### src/pkg/can_timing_pkg.sv
package can_timing_pkg;

  // ----------------------------------------------------------------
  // register map, byte addresses on the axi4-lite slave
  // ----------------------------------------------------------------
  localparam int unsigned   ADDR_W        = 4;
  localparam logic [3:0]    OFF_TIMING    = 4'h0;
  localparam logic [3:0]    OFF_CONTROL   = 4'h4;
  localparam logic [3:0]    OFF_STATUS    = 4'h8;

  // ----------------------------------------------------------------
  // field positions
  // ----------------------------------------------------------------
  localparam int unsigned   PRESC_LSB     = 0;
  localparam int unsigned   SPAN1_LSB     = 16;
  localparam int unsigned   SPAN2_LSB     = 20;
  localparam int unsigned   JUMP_LSB      = 24;
  localparam int unsigned   CTRL_CFG_BIT  = 0;
  localparam int unsigned   CTRL_TX_BIT   = 1;

  // ----------------------------------------------------------------
  // reset values and counts
  // ----------------------------------------------------------------
  localparam logic [9:0]    PRESC_RST     = 10'h000;
  localparam logic [3:0]    SPAN1_RST     = 4'h4;  // stored minus one: 5 quanta
  localparam logic [2:0]    SPAN2_RST     = 3'h1;  // stored minus one: 2 quanta
  localparam logic [1:0]    JUMP_RST      = 2'h0;  // stored minus one: 1 quantum
  localparam logic [3:0]    IDLE_BITS     = 4'hb;  // recessive bits before idle
  localparam int unsigned   CLK_PERIOD_NS = 20;

  localparam logic [1:0]    RESP_OKAY     = 2'b00;
  localparam logic [1:0]    RESP_SLVERR   = 2'b10;

  // ----------------------------------------------------------------
  // carriers
  // ----------------------------------------------------------------
  typedef struct packed {
    logic [1:0] resync_jump_limit;  // quanta minus one, 1..4
    logic [2:0] phase_span_two;     // quanta minus one, 2..8
    logic [3:0] phase_span_one;     // quanta minus one, 4..16
    logic [9:0] prescale;           // divide by prescale + 1
  } timing_cfg_s;

  typedef struct packed {
    logic tx_start;       // pulse: transmission may begin
    logic bit_start;      // pulse: sync segment entered
    logic sample_strobe;  // pulse: bus level latched
    logic rx_bit;         // last latched bus level
    logic bus_idle;       // level: idle condition reached
  } bit_events_s;

  typedef enum logic [1:0] {ST_SYNC, ST_SPAN1, ST_SPAN2} seg_state_e;

endpackage : can_timing_pkg

### src/hdl/can_tq_prescaler.sv
`timescale 1ns/1ps
module can_tq_prescaler
  import can_timing_pkg::*;
(
  input  wire logic       aclk,
  input  wire logic       aresetn,
  input  wire logic       ce,
  input  wire logic       hold,
  input  wire logic [9:0] divide,
  output logic            tq_tick
);

  logic [9:0] cnt_reg;
  logic [9:0] cnt_next;

  // ----------------------------------------------------------------
  // quantum divider
  // ----------------------------------------------------------------
  // tick once every divide + 1 clocks; hold restarts the phase
  assign tq_tick = ce && !hold && (cnt_reg == divide);

  always_comb
  begin
    cnt_next = cnt_reg;
    if (hold)
      cnt_next = '0;
    else if (tq_tick)
      cnt_next = '0;
    else if (cnt_reg < divide)
      cnt_next = cnt_reg + 10'h001;
    else
      cnt_next = '0;  // divide lowered under us
  end

  always_ff @(posedge aclk)
  begin
    if (!aresetn)
      cnt_reg <= '0;
    else if (ce)
      cnt_reg <= cnt_next;
  end

  a_tick_spacing : assert property (@(posedge aclk) disable iff (!aresetn)
    (tq_tick && divide != 10'h000) |=> !tq_tick)
    else $error("quantum tick repeated under a divider above one");

endmodule : can_tq_prescaler

### src/hdl/can_bit_timing.sv
// Contract
// - sync segment is one quantum; idle falling edge hard-synchronises the bit
// - sample instant follows the programmed phase span lengths
// - resync corrects phase error by at most the jump limit
// - quantum clock is system clock over prescale plus one, prescale 0..1023
// - bit rate is system clock over divider times quanta per bit
// - transmission starts only in bus idle, not intermission or suspend
//
// The address map and the AXI4-Lite slave port are this design's own decisions.
`timescale 1ns/1ps
module can_bit_timing
  import can_timing_pkg::*;
(
  input  wire logic                          aclk,
  input  wire logic                          aresetn,
  input  wire logic                          ce,
  input  wire logic [can_timing_pkg::ADDR_W-1:0] s_axi_awaddr,
  input  wire logic                          s_axi_awvalid,
  output logic                               s_axi_awready,
  input  wire logic [31:0]                   s_axi_wdata,
  input  wire logic [3:0]                    s_axi_wstrb,
  input  wire logic                          s_axi_wvalid,
  output logic                               s_axi_wready,
  output logic [1:0]                         s_axi_bresp,
  output logic                               s_axi_bvalid,
  input  wire logic                          s_axi_bready,
  input  wire logic [can_timing_pkg::ADDR_W-1:0] s_axi_araddr,
  input  wire logic                          s_axi_arvalid,
  output logic                               s_axi_arready,
  output logic [31:0]                        s_axi_rdata,
  output logic [1:0]                         s_axi_rresp,
  output logic                               s_axi_rvalid,
  input  wire logic                          s_axi_rready,
  input  wire logic                          can_rx,
  output can_timing_pkg::bit_events_s        events
);
  import can_timing_pkg::*;

  // ----------------------------------------------------------------
  // bus slave state
  // ----------------------------------------------------------------
  logic                aw_full_reg, aw_full_next;
  logic [ADDR_W-1:0]   aw_addr_reg, aw_addr_next;
  logic                w_full_reg, w_full_next;
  logic [31:0]         w_data_reg, w_data_next;
  logic [3:0]          w_strb_reg, w_strb_next;
  logic                bvalid_reg, bvalid_next;
  logic [1:0]          bresp_reg, bresp_next;
  logic                rvalid_reg, rvalid_next;
  logic [31:0]         rdata_reg, rdata_next;
  logic [1:0]          rresp_reg, rresp_next;
  timing_cfg_s         cfg_reg, cfg_next;
  logic                cfg_mode_reg, cfg_mode_next;
  logic                tx_req_reg, tx_req_next;

  // ----------------------------------------------------------------
  // bit timing state
  // ----------------------------------------------------------------
  seg_state_e          state_reg, state_next;
  logic [4:0]          cnt_reg, cnt_next;
  logic [4:0]          span1_len_reg, span1_len_next;
  logic [4:0]          span2_len_reg, span2_len_next;
  logic                resynced_reg, resynced_next;
  logic                rx_prev_reg, rx_prev_next;
  logic [3:0]          rec_cnt_reg, rec_cnt_next;
  bit_events_s         ev_reg, ev_next;

  logic                tq_tick;
  logic                falling;
  logic                hard_sync;
  logic                sync_jump;
  logic [4:0]          span1_q, span2_q, jump_q;
  logic [31:0]         timing_word;

  assign span1_q     = {1'b0, cfg_reg.phase_span_one} + 5'h01;
  assign span2_q     = {2'b00, cfg_reg.phase_span_two} + 5'h01;
  assign jump_q      = {3'b000, cfg_reg.resync_jump_limit} + 5'h01;
  assign timing_word = {6'h00, cfg_reg.resync_jump_limit, 1'b0, cfg_reg.phase_span_two,
                        cfg_reg.phase_span_one, 6'h00, cfg_reg.prescale};

  // merge a written word into an old one under byte enables
  function automatic logic [31:0] merge(input logic [31:0] old_w, input logic [31:0] new_w,
                                        input logic [3:0] strb);
    logic [31:0] res;
    res = old_w;
    for (int b = 0; b < 4; b++)
      if (strb[b])
        res[8*b +: 8] = new_w[8*b +: 8];
    return res;
  endfunction : merge

  // ----------------------------------------------------------------
  // axi4-lite slave
  // ----------------------------------------------------------------
  // address and data are parked separately so either may come first
  assign s_axi_awready = !aw_full_reg && !bvalid_reg;
  assign s_axi_wready  = !w_full_reg && !bvalid_reg;
  assign s_axi_arready = !rvalid_reg;
  assign s_axi_bvalid  = bvalid_reg;
  assign s_axi_bresp   = bresp_reg;
  assign s_axi_rvalid  = rvalid_reg;
  assign s_axi_rdata   = rdata_reg;
  assign s_axi_rresp   = rresp_reg;

  always_comb
  begin
    logic [31:0] word;
    word          = '0;
    aw_full_next  = aw_full_reg;
    aw_addr_next  = aw_addr_reg;
    w_full_next   = w_full_reg;
    w_data_next   = w_data_reg;
    w_strb_next   = w_strb_reg;
    bvalid_next   = bvalid_reg;
    bresp_next    = bresp_reg;
    rvalid_next   = rvalid_reg;
    rdata_next    = rdata_reg;
    rresp_next    = rresp_reg;
    cfg_next      = cfg_reg;
    cfg_mode_next = cfg_mode_reg;
    tx_req_next   = tx_req_reg;
    if (ev_reg.tx_start)
      tx_req_next = 1'b0;  // granted; a new software set below still wins
    if (s_axi_awvalid && s_axi_awready)
    begin
      aw_full_next = 1'b1;
      aw_addr_next = s_axi_awaddr;
    end
    if (s_axi_wvalid && s_axi_wready)
    begin
      w_full_next = 1'b1;
      w_data_next = s_axi_wdata;
      w_strb_next = s_axi_wstrb;
    end
    if (aw_full_reg && w_full_reg)
    begin
      aw_full_next = 1'b0;
      w_full_next  = 1'b0;
      bvalid_next  = 1'b1;
      bresp_next   = RESP_OKAY;
      case (aw_addr_reg)
        OFF_TIMING:
        begin
          // changes outside reset mode are dropped so a live bit never tears
          if (cfg_mode_reg)
          begin
            word     = merge(timing_word, w_data_reg, w_strb_reg);
            cfg_next = {word[JUMP_LSB +: 2], word[SPAN2_LSB +: 3],
                        word[SPAN1_LSB +: 4], word[PRESC_LSB +: 10]};
          end
        end
        OFF_CONTROL:
        begin
          if (w_strb_reg[0])
          begin
            cfg_mode_next = w_data_reg[CTRL_CFG_BIT];
            if (w_data_reg[CTRL_TX_BIT])
              tx_req_next = 1'b1;
          end
        end
        OFF_STATUS: ;
        default:
          bresp_next = RESP_SLVERR;
      endcase
    end
    if (bvalid_reg && s_axi_bready)
      bvalid_next = 1'b0;
    if (s_axi_arvalid && s_axi_arready)
    begin
      rvalid_next = 1'b1;
      rresp_next  = RESP_OKAY;
      case (s_axi_araddr)
        OFF_TIMING:  rdata_next = timing_word;
        OFF_CONTROL: rdata_next = {30'h0, tx_req_reg, cfg_mode_reg};
        OFF_STATUS:  rdata_next = {27'h0, state_reg == ST_SYNC, tx_req_reg,
                                   cfg_mode_reg, ev_reg.bus_idle, ev_reg.rx_bit};
        default:
        begin
          rdata_next = '0;
          rresp_next = RESP_SLVERR;
        end
      endcase
    end
    else if (rvalid_reg && s_axi_rready)
      rvalid_next = 1'b0;
  end

  always_ff @(posedge aclk)
  begin
    if (!aresetn)
    begin
      aw_full_reg  <= 1'b0;
      aw_addr_reg  <= '0;
      w_full_reg   <= 1'b0;
      w_data_reg   <= '0;
      w_strb_reg   <= '0;
      bvalid_reg   <= 1'b0;
      bresp_reg    <= RESP_OKAY;
      rvalid_reg   <= 1'b0;
      rdata_reg    <= '0;
      rresp_reg    <= RESP_OKAY;
      cfg_reg      <= {JUMP_RST, SPAN2_RST, SPAN1_RST, PRESC_RST};
      cfg_mode_reg <= 1'b1;
      tx_req_reg   <= 1'b0;
    end
    else if (ce)
    begin
      aw_full_reg  <= aw_full_next;
      aw_addr_reg  <= aw_addr_next;
      w_full_reg   <= w_full_next;
      w_data_reg   <= w_data_next;
      w_strb_reg   <= w_strb_next;
      bvalid_reg   <= bvalid_next;
      bresp_reg    <= bresp_next;
      rvalid_reg   <= rvalid_next;
      rdata_reg    <= rdata_next;
      rresp_reg    <= rresp_next;
      cfg_reg      <= cfg_next;
      cfg_mode_reg <= cfg_mode_next;
      tx_req_reg   <= tx_req_next;
    end
  end

  // ----------------------------------------------------------------
  // quantum clock and edge detection
  // ----------------------------------------------------------------
  assign falling   = rx_prev_reg && !can_rx;
  assign hard_sync = ce && !cfg_mode_reg && falling && ev_reg.bus_idle;
  // edge in span two close to its end: the edge becomes the next sync
  assign sync_jump = ce && !cfg_mode_reg && falling && !ev_reg.bus_idle && !resynced_reg
                     && state_reg == ST_SPAN2 && (span2_len_reg - cnt_reg) <= jump_q;

  can_tq_prescaler u_prescaler (
    .aclk    (aclk),
    .aresetn (aresetn),
    .ce      (ce),
    .hold    (cfg_mode_reg || hard_sync || sync_jump),
    .divide  (cfg_reg.prescale),
    .tq_tick (tq_tick)
  );

  // ----------------------------------------------------------------
  // segment sequencer
  // ----------------------------------------------------------------
  always_comb
  begin
    logic [4:0] err;
    err            = cnt_reg + 5'h01;
    state_next     = state_reg;
    cnt_next       = cnt_reg;
    span1_len_next = span1_len_reg;
    span2_len_next = span2_len_reg;
    resynced_next  = resynced_reg;
    rx_prev_next   = can_rx;
    rec_cnt_next   = rec_cnt_reg;
    ev_next        = ev_reg;
    ev_next.tx_start      = 1'b0;
    ev_next.bit_start     = 1'b0;
    ev_next.sample_strobe = 1'b0;
    ev_next.bus_idle      = (rec_cnt_reg == IDLE_BITS);
    if (cfg_mode_reg)
    begin
      state_next   = ST_SYNC;
      cnt_next     = '0;
      rec_cnt_next = '0;
    end
    else if (hard_sync || sync_jump)
    begin
      // the edge quantum stands in for the sync segment
      state_next     = ST_SPAN1;
      cnt_next       = '0;
      span1_len_next = span1_q;
      span2_len_next = span2_q;
      resynced_next  = 1'b0;
      ev_next.bit_start = 1'b1;
    end
    else
    begin
      if (falling && !resynced_reg && state_reg == ST_SPAN1)
      begin
        // late edge: stretch span one by the error, capped
        span1_len_next = span1_len_reg + ((err < jump_q) ? err : jump_q);
        resynced_next  = 1'b1;
      end
      else if (falling && !resynced_reg && state_reg == ST_SPAN2)
      begin
        span2_len_next = span2_len_reg - jump_q;
        resynced_next  = 1'b1;
      end
      if (tq_tick)
        case (state_reg)
          ST_SYNC:
          begin
            state_next     = ST_SPAN1;
            cnt_next       = '0;
            span1_len_next = span1_q;
            span2_len_next = span2_q;
            resynced_next  = 1'b0;
          end
          ST_SPAN1:
          begin
            if (cnt_reg >= span1_len_next - 5'h01)
            begin
              state_next            = ST_SPAN2;
              cnt_next              = '0;
              ev_next.sample_strobe = 1'b1;
              ev_next.rx_bit        = can_rx;
              rec_cnt_next = !can_rx ? 4'h0 : (rec_cnt_reg == IDLE_BITS) ? IDLE_BITS
                             : rec_cnt_reg + 4'h1;
            end
            else
              cnt_next = cnt_reg + 5'h01;
          end
          ST_SPAN2:
          begin
            if (cnt_reg >= span2_len_next - 5'h01)
            begin
              state_next        = ST_SYNC;
              cnt_next          = '0;
              ev_next.bit_start = 1'b1;
              ev_next.tx_start  = tx_req_reg && ev_reg.bus_idle;
            end
            else
              cnt_next = cnt_reg + 5'h01;
          end
          default:
          begin
            state_next = ST_SYNC;
            cnt_next   = '0;
          end
        endcase
    end
  end

  always_ff @(posedge aclk)
  begin
    if (!aresetn)
    begin
      state_reg     <= ST_SYNC;
      cnt_reg       <= '0;
      span1_len_reg <= '0;
      span2_len_reg <= '0;
      resynced_reg  <= 1'b0;
      rx_prev_reg   <= 1'b1;
      rec_cnt_reg   <= '0;
      ev_reg        <= '0;
    end
    else if (ce)
    begin
      state_reg     <= state_next;
      cnt_reg       <= cnt_next;
      span1_len_reg <= span1_len_next;
      span2_len_reg <= span2_len_next;
      resynced_reg  <= resynced_next;
      rx_prev_reg   <= rx_prev_next;
      rec_cnt_reg   <= rec_cnt_next;
      ev_reg        <= ev_next;
    end
  end

  assign events = ev_reg;

  // ----------------------------------------------------------------
  // checks
  // ----------------------------------------------------------------
  a_sync_one_tq : assert property (@(posedge aclk) disable iff (!aresetn)
    (ce && tq_tick && state_reg == ST_SYNC && !cfg_mode_reg) |=> state_reg == ST_SPAN1)
    else $error("sync segment outlasted one quantum");

  a_hard_sync_edge : assert property (@(posedge aclk) disable iff (!aresetn)
    hard_sync |=> (state_reg == ST_SPAN1 && cnt_reg == 5'h00 && events.bit_start))
    else $error("idle falling edge did not restart the bit");

  a_sample_point : assert property (@(posedge aclk) disable iff (!aresetn)
    $rose(events.sample_strobe) |-> ($past(state_reg) == ST_SPAN1 && state_reg == ST_SPAN2
                                     && cnt_reg == 5'h00))
    else $error("bus level latched away from the end of span one");

  a_span1_jump_cap : assert property (@(posedge aclk) disable iff (!aresetn)
    (state_reg == ST_SPAN1 && !cfg_mode_reg) |-> span1_len_reg <= span1_q + jump_q)
    else $error("span one stretched beyond the jump limit");

  a_span2_jump_cap : assert property (@(posedge aclk) disable iff (!aresetn)
    (state_reg == ST_SPAN2 && !cfg_mode_reg) |-> span2_len_reg + jump_q >= span2_q)
    else $error("span two shortened beyond the jump limit");

  a_tx_when_idle : assert property (@(posedge aclk) disable iff (!aresetn)
    events.tx_start |-> ($past(events.bus_idle) && events.bit_start && state_reg == ST_SYNC))
    else $error("transmission granted outside bus idle");

  a_cfg_hold : assert property (@(posedge aclk) disable iff (!aresetn)
    // on exit a divider of one ticks at once, the prescaler having been held at zero
    (ce && cfg_mode_reg) |=> (state_reg == ST_SYNC && cnt_reg == 5'h00
                              && tq_tick == (ce && !cfg_mode_reg && cfg_reg.prescale == 10'h000)))
    else $error("bit timing ran during reset mode");

  a_sample_once : assert property (@(posedge aclk) disable iff (!aresetn)
    events.sample_strobe |=> !events.sample_strobe [*2])
    else $error("more than one sample in a bit");

endmodule : can_bit_timing

### config.mk
export PLATFORM = sky130hd
export DESIGN_NAME = can_bit_timing
export DESIGN_NICKNAME = d
export VERILOG_FILES = /design/src/pkg/can_timing_pkg.sv /design/src/hdl/can_tq_prescaler.sv /design/src/hdl/can_bit_timing.sv
export SDC_FILE = /design/constraint.sdc
export NUM_CORES = 1
export LEC_CHECK = 0
export BUFFER_PORTS_ARGS = -buffer_cell sky130_fd_sc_hd__buf_2
export CAP_MARGIN = 5
export CORE_MARGIN = 2
export CORE_UTILIZATION = 55
export DETAILED_ROUTE_END_ITERATION = 8
export PLACE_DENSITY = 0.85
export SLEW_MARGIN = 10
export SYNTH_ARGS = -nofsm -noshare
export SYNTH_HDL_FRONTEND = slang
export SYNTH_HIERARCHICAL = 1
export SYNTH_SLANG_ARGS = --single-unit
### constraint.sdc
create_clock -name aclk -period 12.3 [get_ports aclk]
set_input_delay 3.075 -clock aclk [delete_from_list [all_inputs] [get_ports aclk]]
set_output_delay 3.075 -clock aclk [all_outputs]
set_load 0.005 [all_outputs]
---- Word level (Yosys, flattened, before mapping) ----
Cells that the tools add are included.
storage, ports and cells
  register bits ........................... 133
  latch bits .............................. 0
  RAM bits ................................ 0
  bits in read-only memories .............. 0
  input bits .............................. 53
  logic and storage cells ................. 190
  memories ................................ 0
operators by class
  add/subtract/negate cells ............... 11
  multipliers ............................. 0
  divide/modulo/power cells ............... 0
  $lt $le $gt $ge ......................... 5
  equality and inequality tests ........... 11
  shift-type cells ........................ 0
  muxes and demuxes ....................... 66
  bitwise operators ....................... 2
  reduce and logical (&&, ||, !) cells .... 65
operator list
  operator               count
  $mux 5                 19
  $pmux 26 s3            1
  $mux 4                 9
  $mux 10                3
  $reduce_and 5->1       5
  $mux 2                 12
  $logic_and 1x1->1      22
  $mux 1                 20
  $reduce_and 2->1       10
  $reduce_bool 2->1      7
  $eq 4x4->1 const B     3
  $add 10x1->10 const B  1
  $eq 10x10->1           1
  $ge 5x5->1             2
  $lt 10x10->1           1
  $pmux 5 s2             1
  $sub 5x1->5 const B    2
  $logic_not 1->1        9
  $eq 4x3->1 const B     2
  $logic_not 4->1        2
  $ne 4x3->1 const B     2
  $reduce_and 4->1       2
  $pmux 2 s3             1
  $reduce_and 6->1       1
  other kinds (18)       22

---- Longest topological paths before layout ----
  depth in word-level cells ............... 17
  depth in mapped cells ................... 22
  gate-level depth less buffers ........... 22

---- By module ----
Netlist, hierarchy kept.
by module, submodules not included
  module            instances  cells an instance  area each (sq um)  sequential area each (sq um)
  can_bit_timing    1          627                5395.2             2021.9
  can_tq_prescaler  1          110                910.9              200.2

---- Least setup slack after synthesis ----
No wires, ideal clock.
  path type ............................... input to register
  start ................................... in can_rx
  end ..................................... reg rec_cnt_reg[3]
  library setup time ...................... 0.095 ns
  arrival time ............................ 5.562 ns
  setup slack ............................. 6.643 ns
  cell stages on the path ................. 13
  path buffers ............................ 1
  path through ............................ nor2b_1 and3b_1 buf_2 mux2i_1 ha_1 nand3_1 xnor2_1 ha_1 o21ai_1 o21bai_1 nand3_1 or4_1 a221oi_1
on the way
  cells in the longest elaborated chain, start to end .. 13
ends and longest elaborated chain
  element                                                               line                   RTL
  start: declaration                                                    can_bit_timing.sv:34   input wire logic can_rx,
  parallel branches: the longest is 13 deep, another holds $sub 5x1->5  --
  end signal: assignment                                                can_bit_timing.sv:356  rec_cnt_reg <= rec_cnt_next;
  end: declaration                                                      can_bit_timing.sv:65   logic [3:0] rec_cnt_reg, rec_cnt_next;
Parallel ways; which one is timed is not known. The select of a mux whose other input is x is not followed.
A chain may end at the register's enable or synchronous reset.

---- Worst setup path after layout ----
  start ................................... in ce
  end ..................................... reg state_reg[0]
on the way
  cells in the longest elaborated chain, start to end .. 12
ends and longest elaborated chain
  element                             line                                          RTL
  start: declaration                  can_bit_timing.sv:16                          input wire logic ce,
  $logic_and 1x1->1 (2 in a row)      can_bit_timing.sv:228, can_bit_timing.sv:230
  $logic_and 1x1->1 (2 in a row)      can_bit_timing.sv:230                         assign sync_jump = ce && !cfg_mode_reg && falling && !ev_reg.bus_idle && !resynced_reg
  $logic_and 1x1->1 (2 in a row)      can_bit_timing.sv:231                         && state_reg == ST_SPAN2 && (span2_len_reg - cnt_reg) <= jump_q;
  $logic_or 1x1->1                    can_bit_timing.sv:237                         .hold (cfg_mode_reg || hard_sync || sync_jump),
  $logic_not 1->1                     can_tq_prescaler.sv:20                        assign tq_tick = ce && !hold && (cnt_reg == divide);
  $logic_and 1x1->1 (*) (2 in a row)  can_tq_prescaler.sv:20
  named net tq_tick                   can_bit_timing.sv:68                          logic tq_tick;
  $reduce_bool 3->1 (no line) (*)     --
  $reduce_and 4->1 (no line) (*)      --
  end signal: assignment              can_bit_timing.sv:350                         state_reg <= state_next;
  end: declaration                    can_bit_timing.sv:59                          seg_state_e state_reg, state_next;
Mark *: on every way through the listed nets, which the timed path passes. The rest lies on a longest branch.

==> impl_metrics.csv <==
group,metric,value,unit
power_and_ir_drop,power_share_of_the_clock_group,0.426,
logic_synthesis,synth_sequential_area_ratio,0.3524,
cts,cts.repair_timing.setup_buffer_count,0,
logic_synthesis,synthesis.area_per_instance,8.556,sq um
floorplan,die_y,111.1,um
timing,clock-skew-final,0.01250,ns
finish,antenna_cells_inserted,0,
logic_synthesis,post_synth_num_cell_types,74,
floorplan,number_of_standard_cell_rows_in_the_floorplan,39,
worst_setup_path,worstSetupStartpointType,"primary input",
timing,max_freq,155.3,MHz
place,dpl_cell_area,0.006628,sq mm
timing,max_slew.worst_pin.slew,0.8645,ns
floorplan,start_util,0.5570,
drt,drt_pass1_iterations,5,
floorplan,overall_die_area,0.01234,sq mm
logic_synthesis,asyncSetResetFlopFracSynth,0,
power_and_ir_drop,leakage,2.737,nW
logic_synthesis,postSynthCellCount,737,
logic_synthesis,netlist.top_cell.by_area,"dfxtp_1",
logic_synthesis,netlist_top_cells_area,"dfxtp_1, ha_1, nand2_1",
cts,cts_root_buffer,"clkbuf_16",
drt,routed_wirelength,14550,um
finish,final_design_area_no_fill,0.006937,sq mm
place,dp_cells,913,
global_routing,grt_remaining_overflow,0,
worst_setup_path,critPathCaptureType,"register",
power_and_ir_drop,combPwrFrac,0.053,
cts,cts_sink_count,111,
finish,layoutNonFillerInstCount,929,
timing,pins_over_their_slew_limit,0,
power_and_ir_drop,power_switching_share,0.2531,
drt,via_count,5441,
logic_synthesis,postSynth.topFlopCell,"dfxtp_1",
power_and_ir_drop,power_frac_seq,0.522,
drt,drt-initial-drc-count,500,
cts,worst_skew_pair_latency,0.36,ns
global_routing,pin_count_of_the_biggest_net_entering_global_routing,77,
drt,ant_nets,0,
worst_setup_path,cp_data_arrival_time,6.66,ns
cts,numCtsBuffers,9,
power_and_ir_drop,internal_cell_power,0.5283,mW
cts,ctsHoldBuffers,0,
timing,unrepaired_setup_endpoints_after_global_routing,"no",
finish,num-nets-final,884,
finish,final.fill_count,929,
power_and_ir_drop,ir_worst_vdd,0.09368,mV
worst_hold_path,worstHoldPathType,"reg2reg",
cts,clkSlewWorstSetupHoldPaths,0.08,ns
global_routing,first_pass_grt_wire_length,24610,um
power_and_ir_drop,powerDensity,102.0,mW/mm^2
finish,multi_input_area,0.003719,sq mm
logic_synthesis,synth_enable_flop_cells,0,
cts,cts_tree,"yes",
logic_synthesis,yosys_register_bits,111,
floorplan,width_of_the_die,111.1,um
place,io_buffers,70,
floorplan,core_area,0.01132,sq mm
drt,avgRoutedWirePerCell,15.66,um
drt,viasPerCell,5.857,
timing,timing.slew.headroom,0.4221,
cts,h-tree-depth,3,
timing,setup_violations,0,
outcome,status,"completed",
logic_synthesis,synth.yosys.warnings,6,
worst_setup_path,timing.setup.critical_path_class,"in2reg",
global_routing,track_usage,0.2392,
timing,setup-tns-final,0,ns
finish,drive_above_1_share,0.1514,
power_and_ir_drop,power.net_switching,0.1791,mW
logic_synthesis,synth_top_area_frac,0.3524,
run,cap_viol_max_count,0,
logic_synthesis,synth.cell_area,0.006306,sq mm
worst_setup_path,worstPathRequired,12.52,ns
finish,seq_area,0.002222,sq mm
global_routing,grt_pass1_vias,5039,
cts,number_of_gates_resized_after_cts,0,
place,dp.final_hpwl,10300,um
timing,min_period,6.440,ns
floorplan,boundaryPins,99,
timing,timing.hold.ws,0.4570,ns
timing,fin_hold_viols,0,
cts,cts_buffer_depth,2,
timing,final_min_period_over_clock_period,0.5236,
global_routing,antenna_found_initial,0,
place,place.gp.congestion,0.8949,
drt,drc_violations,0,
worst_setup_path,crit_fanout,27,
finish,area.growth.synth_to_final,10.00,%
[critical path: stages]
cell      delay (ns)
buf_2           0.27
nand2b_1        0.50
nor3_2          0.12
o221ai_4        0.13
o211a_1         0.35
inv_1           0.12
nand4b_1        0.21
nor3_1          0.48
a311oi_1        0.17
and3b_1         0.24
a211oi_2        0.55
a21boi_0        0.31
o32ai_1         0.12
[path summary, 6_finish.rpt]
path / startpoint / to / slack [ns] / depth (start not counted)
worst max register to register: cfg_reg[17]$_SDFFE_PN0P_ / rec_cnt_reg[3]$_SDFFE_PN0P_ / 7.08 / 21
worst max-delay path: ce / state_reg[0]$_SDFFE_PN0P_ / 5.86 / 13
worst min-delay path: w_data_reg[24]$_SDFFE_PN0P_ / w_data_reg[24]$_SDFFE_PN0P_ / 0.46 / 2
worst min register to register: w_data_reg[24]$_SDFFE_PN0P_ / w_data_reg[24]$_SDFFE_PN0P_ / 0.46 / 2
[per-stage QoR]
| stage | total power [mW] | util | worst slack, ns |
|---|---|---|---|
| after global routing | 0.7279 | 0.6127 | 5.534 |
| final | 0.7074 | 0.6127 | 5.860 |
| after detailed placement | 0.4143 | 0.5854 | 5.581 |
| after CTS | 0.7081 | 0.6127 | 5.954 |
| after global placement | 0.4137 | 0.5854 | 5.599 |
| after floorplan | 0.4041 | - | 6.643 |
[cells in the final DEF (no fill, tap or decap), drive strengths merged, types with 8 or more instances in the layout]
cell type and count:
ha 47, nand2b 11, o211ai 13, nand3b 9, xor2 9, inv 42, nand3 42, clkbuf 10
o21ai 26, nand2 89, nor2 48, a21oi 55, xnor2 12, o2111ai 11, mux2i 22, nor2b 8
nor3 8, a22oi 19, dfxtp 111, conb 16, buf 72, nand4 14
[logic make-up (layout without fill, tap and decap cells)]
kind of cell,after synthesis,after routing,synth area share
adder cells (fa/ha/maj),50,50,0.1028
other,1,16,0.0005947
AND/OR/NAND/NOR,264,264,0.2188
buffers and inverters,92,126,0.06686
AO/OA/AOI/OAI,171,171,0.1855
flip-flops,111,111,0.3524
XOR/XNOR,21,21,0.02917
multiplexers,27,27,0.04385
[layer usage]
layer,vias to the layer above,wire (um),global-route usage,part of all wire
met2,169,6716,0.3832,0.46
met5,-,0,0,0
li1,2709,-,-,-
met3,29,774,0.04046,0.053
met4,0,265,0.07243,0.018
met1,2534,6793,0.3329,0.47
[power by group through the flow]
| stage | combinational, mW | clock, mW | sequential [mW] |
|---|---|---|---|
| 2_1_floorplan | 0.0279 | 0 | 0.376 |
| 3_3_place_gp | 0.0365 | 0 | 0.377 |
| 3_5_place_dp | 0.0368 | 0 | 0.377 |
| 4_1_cts | 0.0370 | 0.302 | 0.369 |
| 5_1_grt | 0.0416 | 0.316 | 0.370 |
| 6_report | 0.0372 | 0.301 | 0.369 |
[cell type report]
cell class,count,share of cell area
Inverter,38,0.02056
Clock buffer,10,0.03445
Timing Repair Buffer,72,0.05267
Multi-Input combinational cell,549,0.5361
Tap cell,143,0.02579
Sequential cell,111,0.3203
Clock inverter,6,0.01010
[synth_stat cells (all sizes together), types with 4 or more instances]
| cell type | number |
|---|---|
| and3 | 5 |
| nand2b | 11 |
| o211ai | 13 |
| clkbuf | 28 |
| a211oi | 6 |
| buf | 26 |
| a31oi | 7 |
| o311ai | 4 |
| nor3b | 4 |
| a21oi | 55 |
| ha | 47 |
| xnor2 | 12 |
| o21a | 5 |
| mux2 | 5 |
| mux2i | 22 |
| nand4b | 4 |
| nor2 | 48 |
| nor3 | 8 |
| nor4 | 7 |
| xor2 | 9 |
| dfxtp | 111 |
| or2 | 4 |
| nand3 | 42 |
| nand4 | 14 |
| a22oi | 19 |
| nor2b | 8 |
| a21boi | 4 |
| o2111ai | 11 |
| nand3b | 9 |
| inv | 38 |
| nand2 | 89 |
| o21ai | 26 |
No activity file was read; power rests on OpenSTA's default activity.
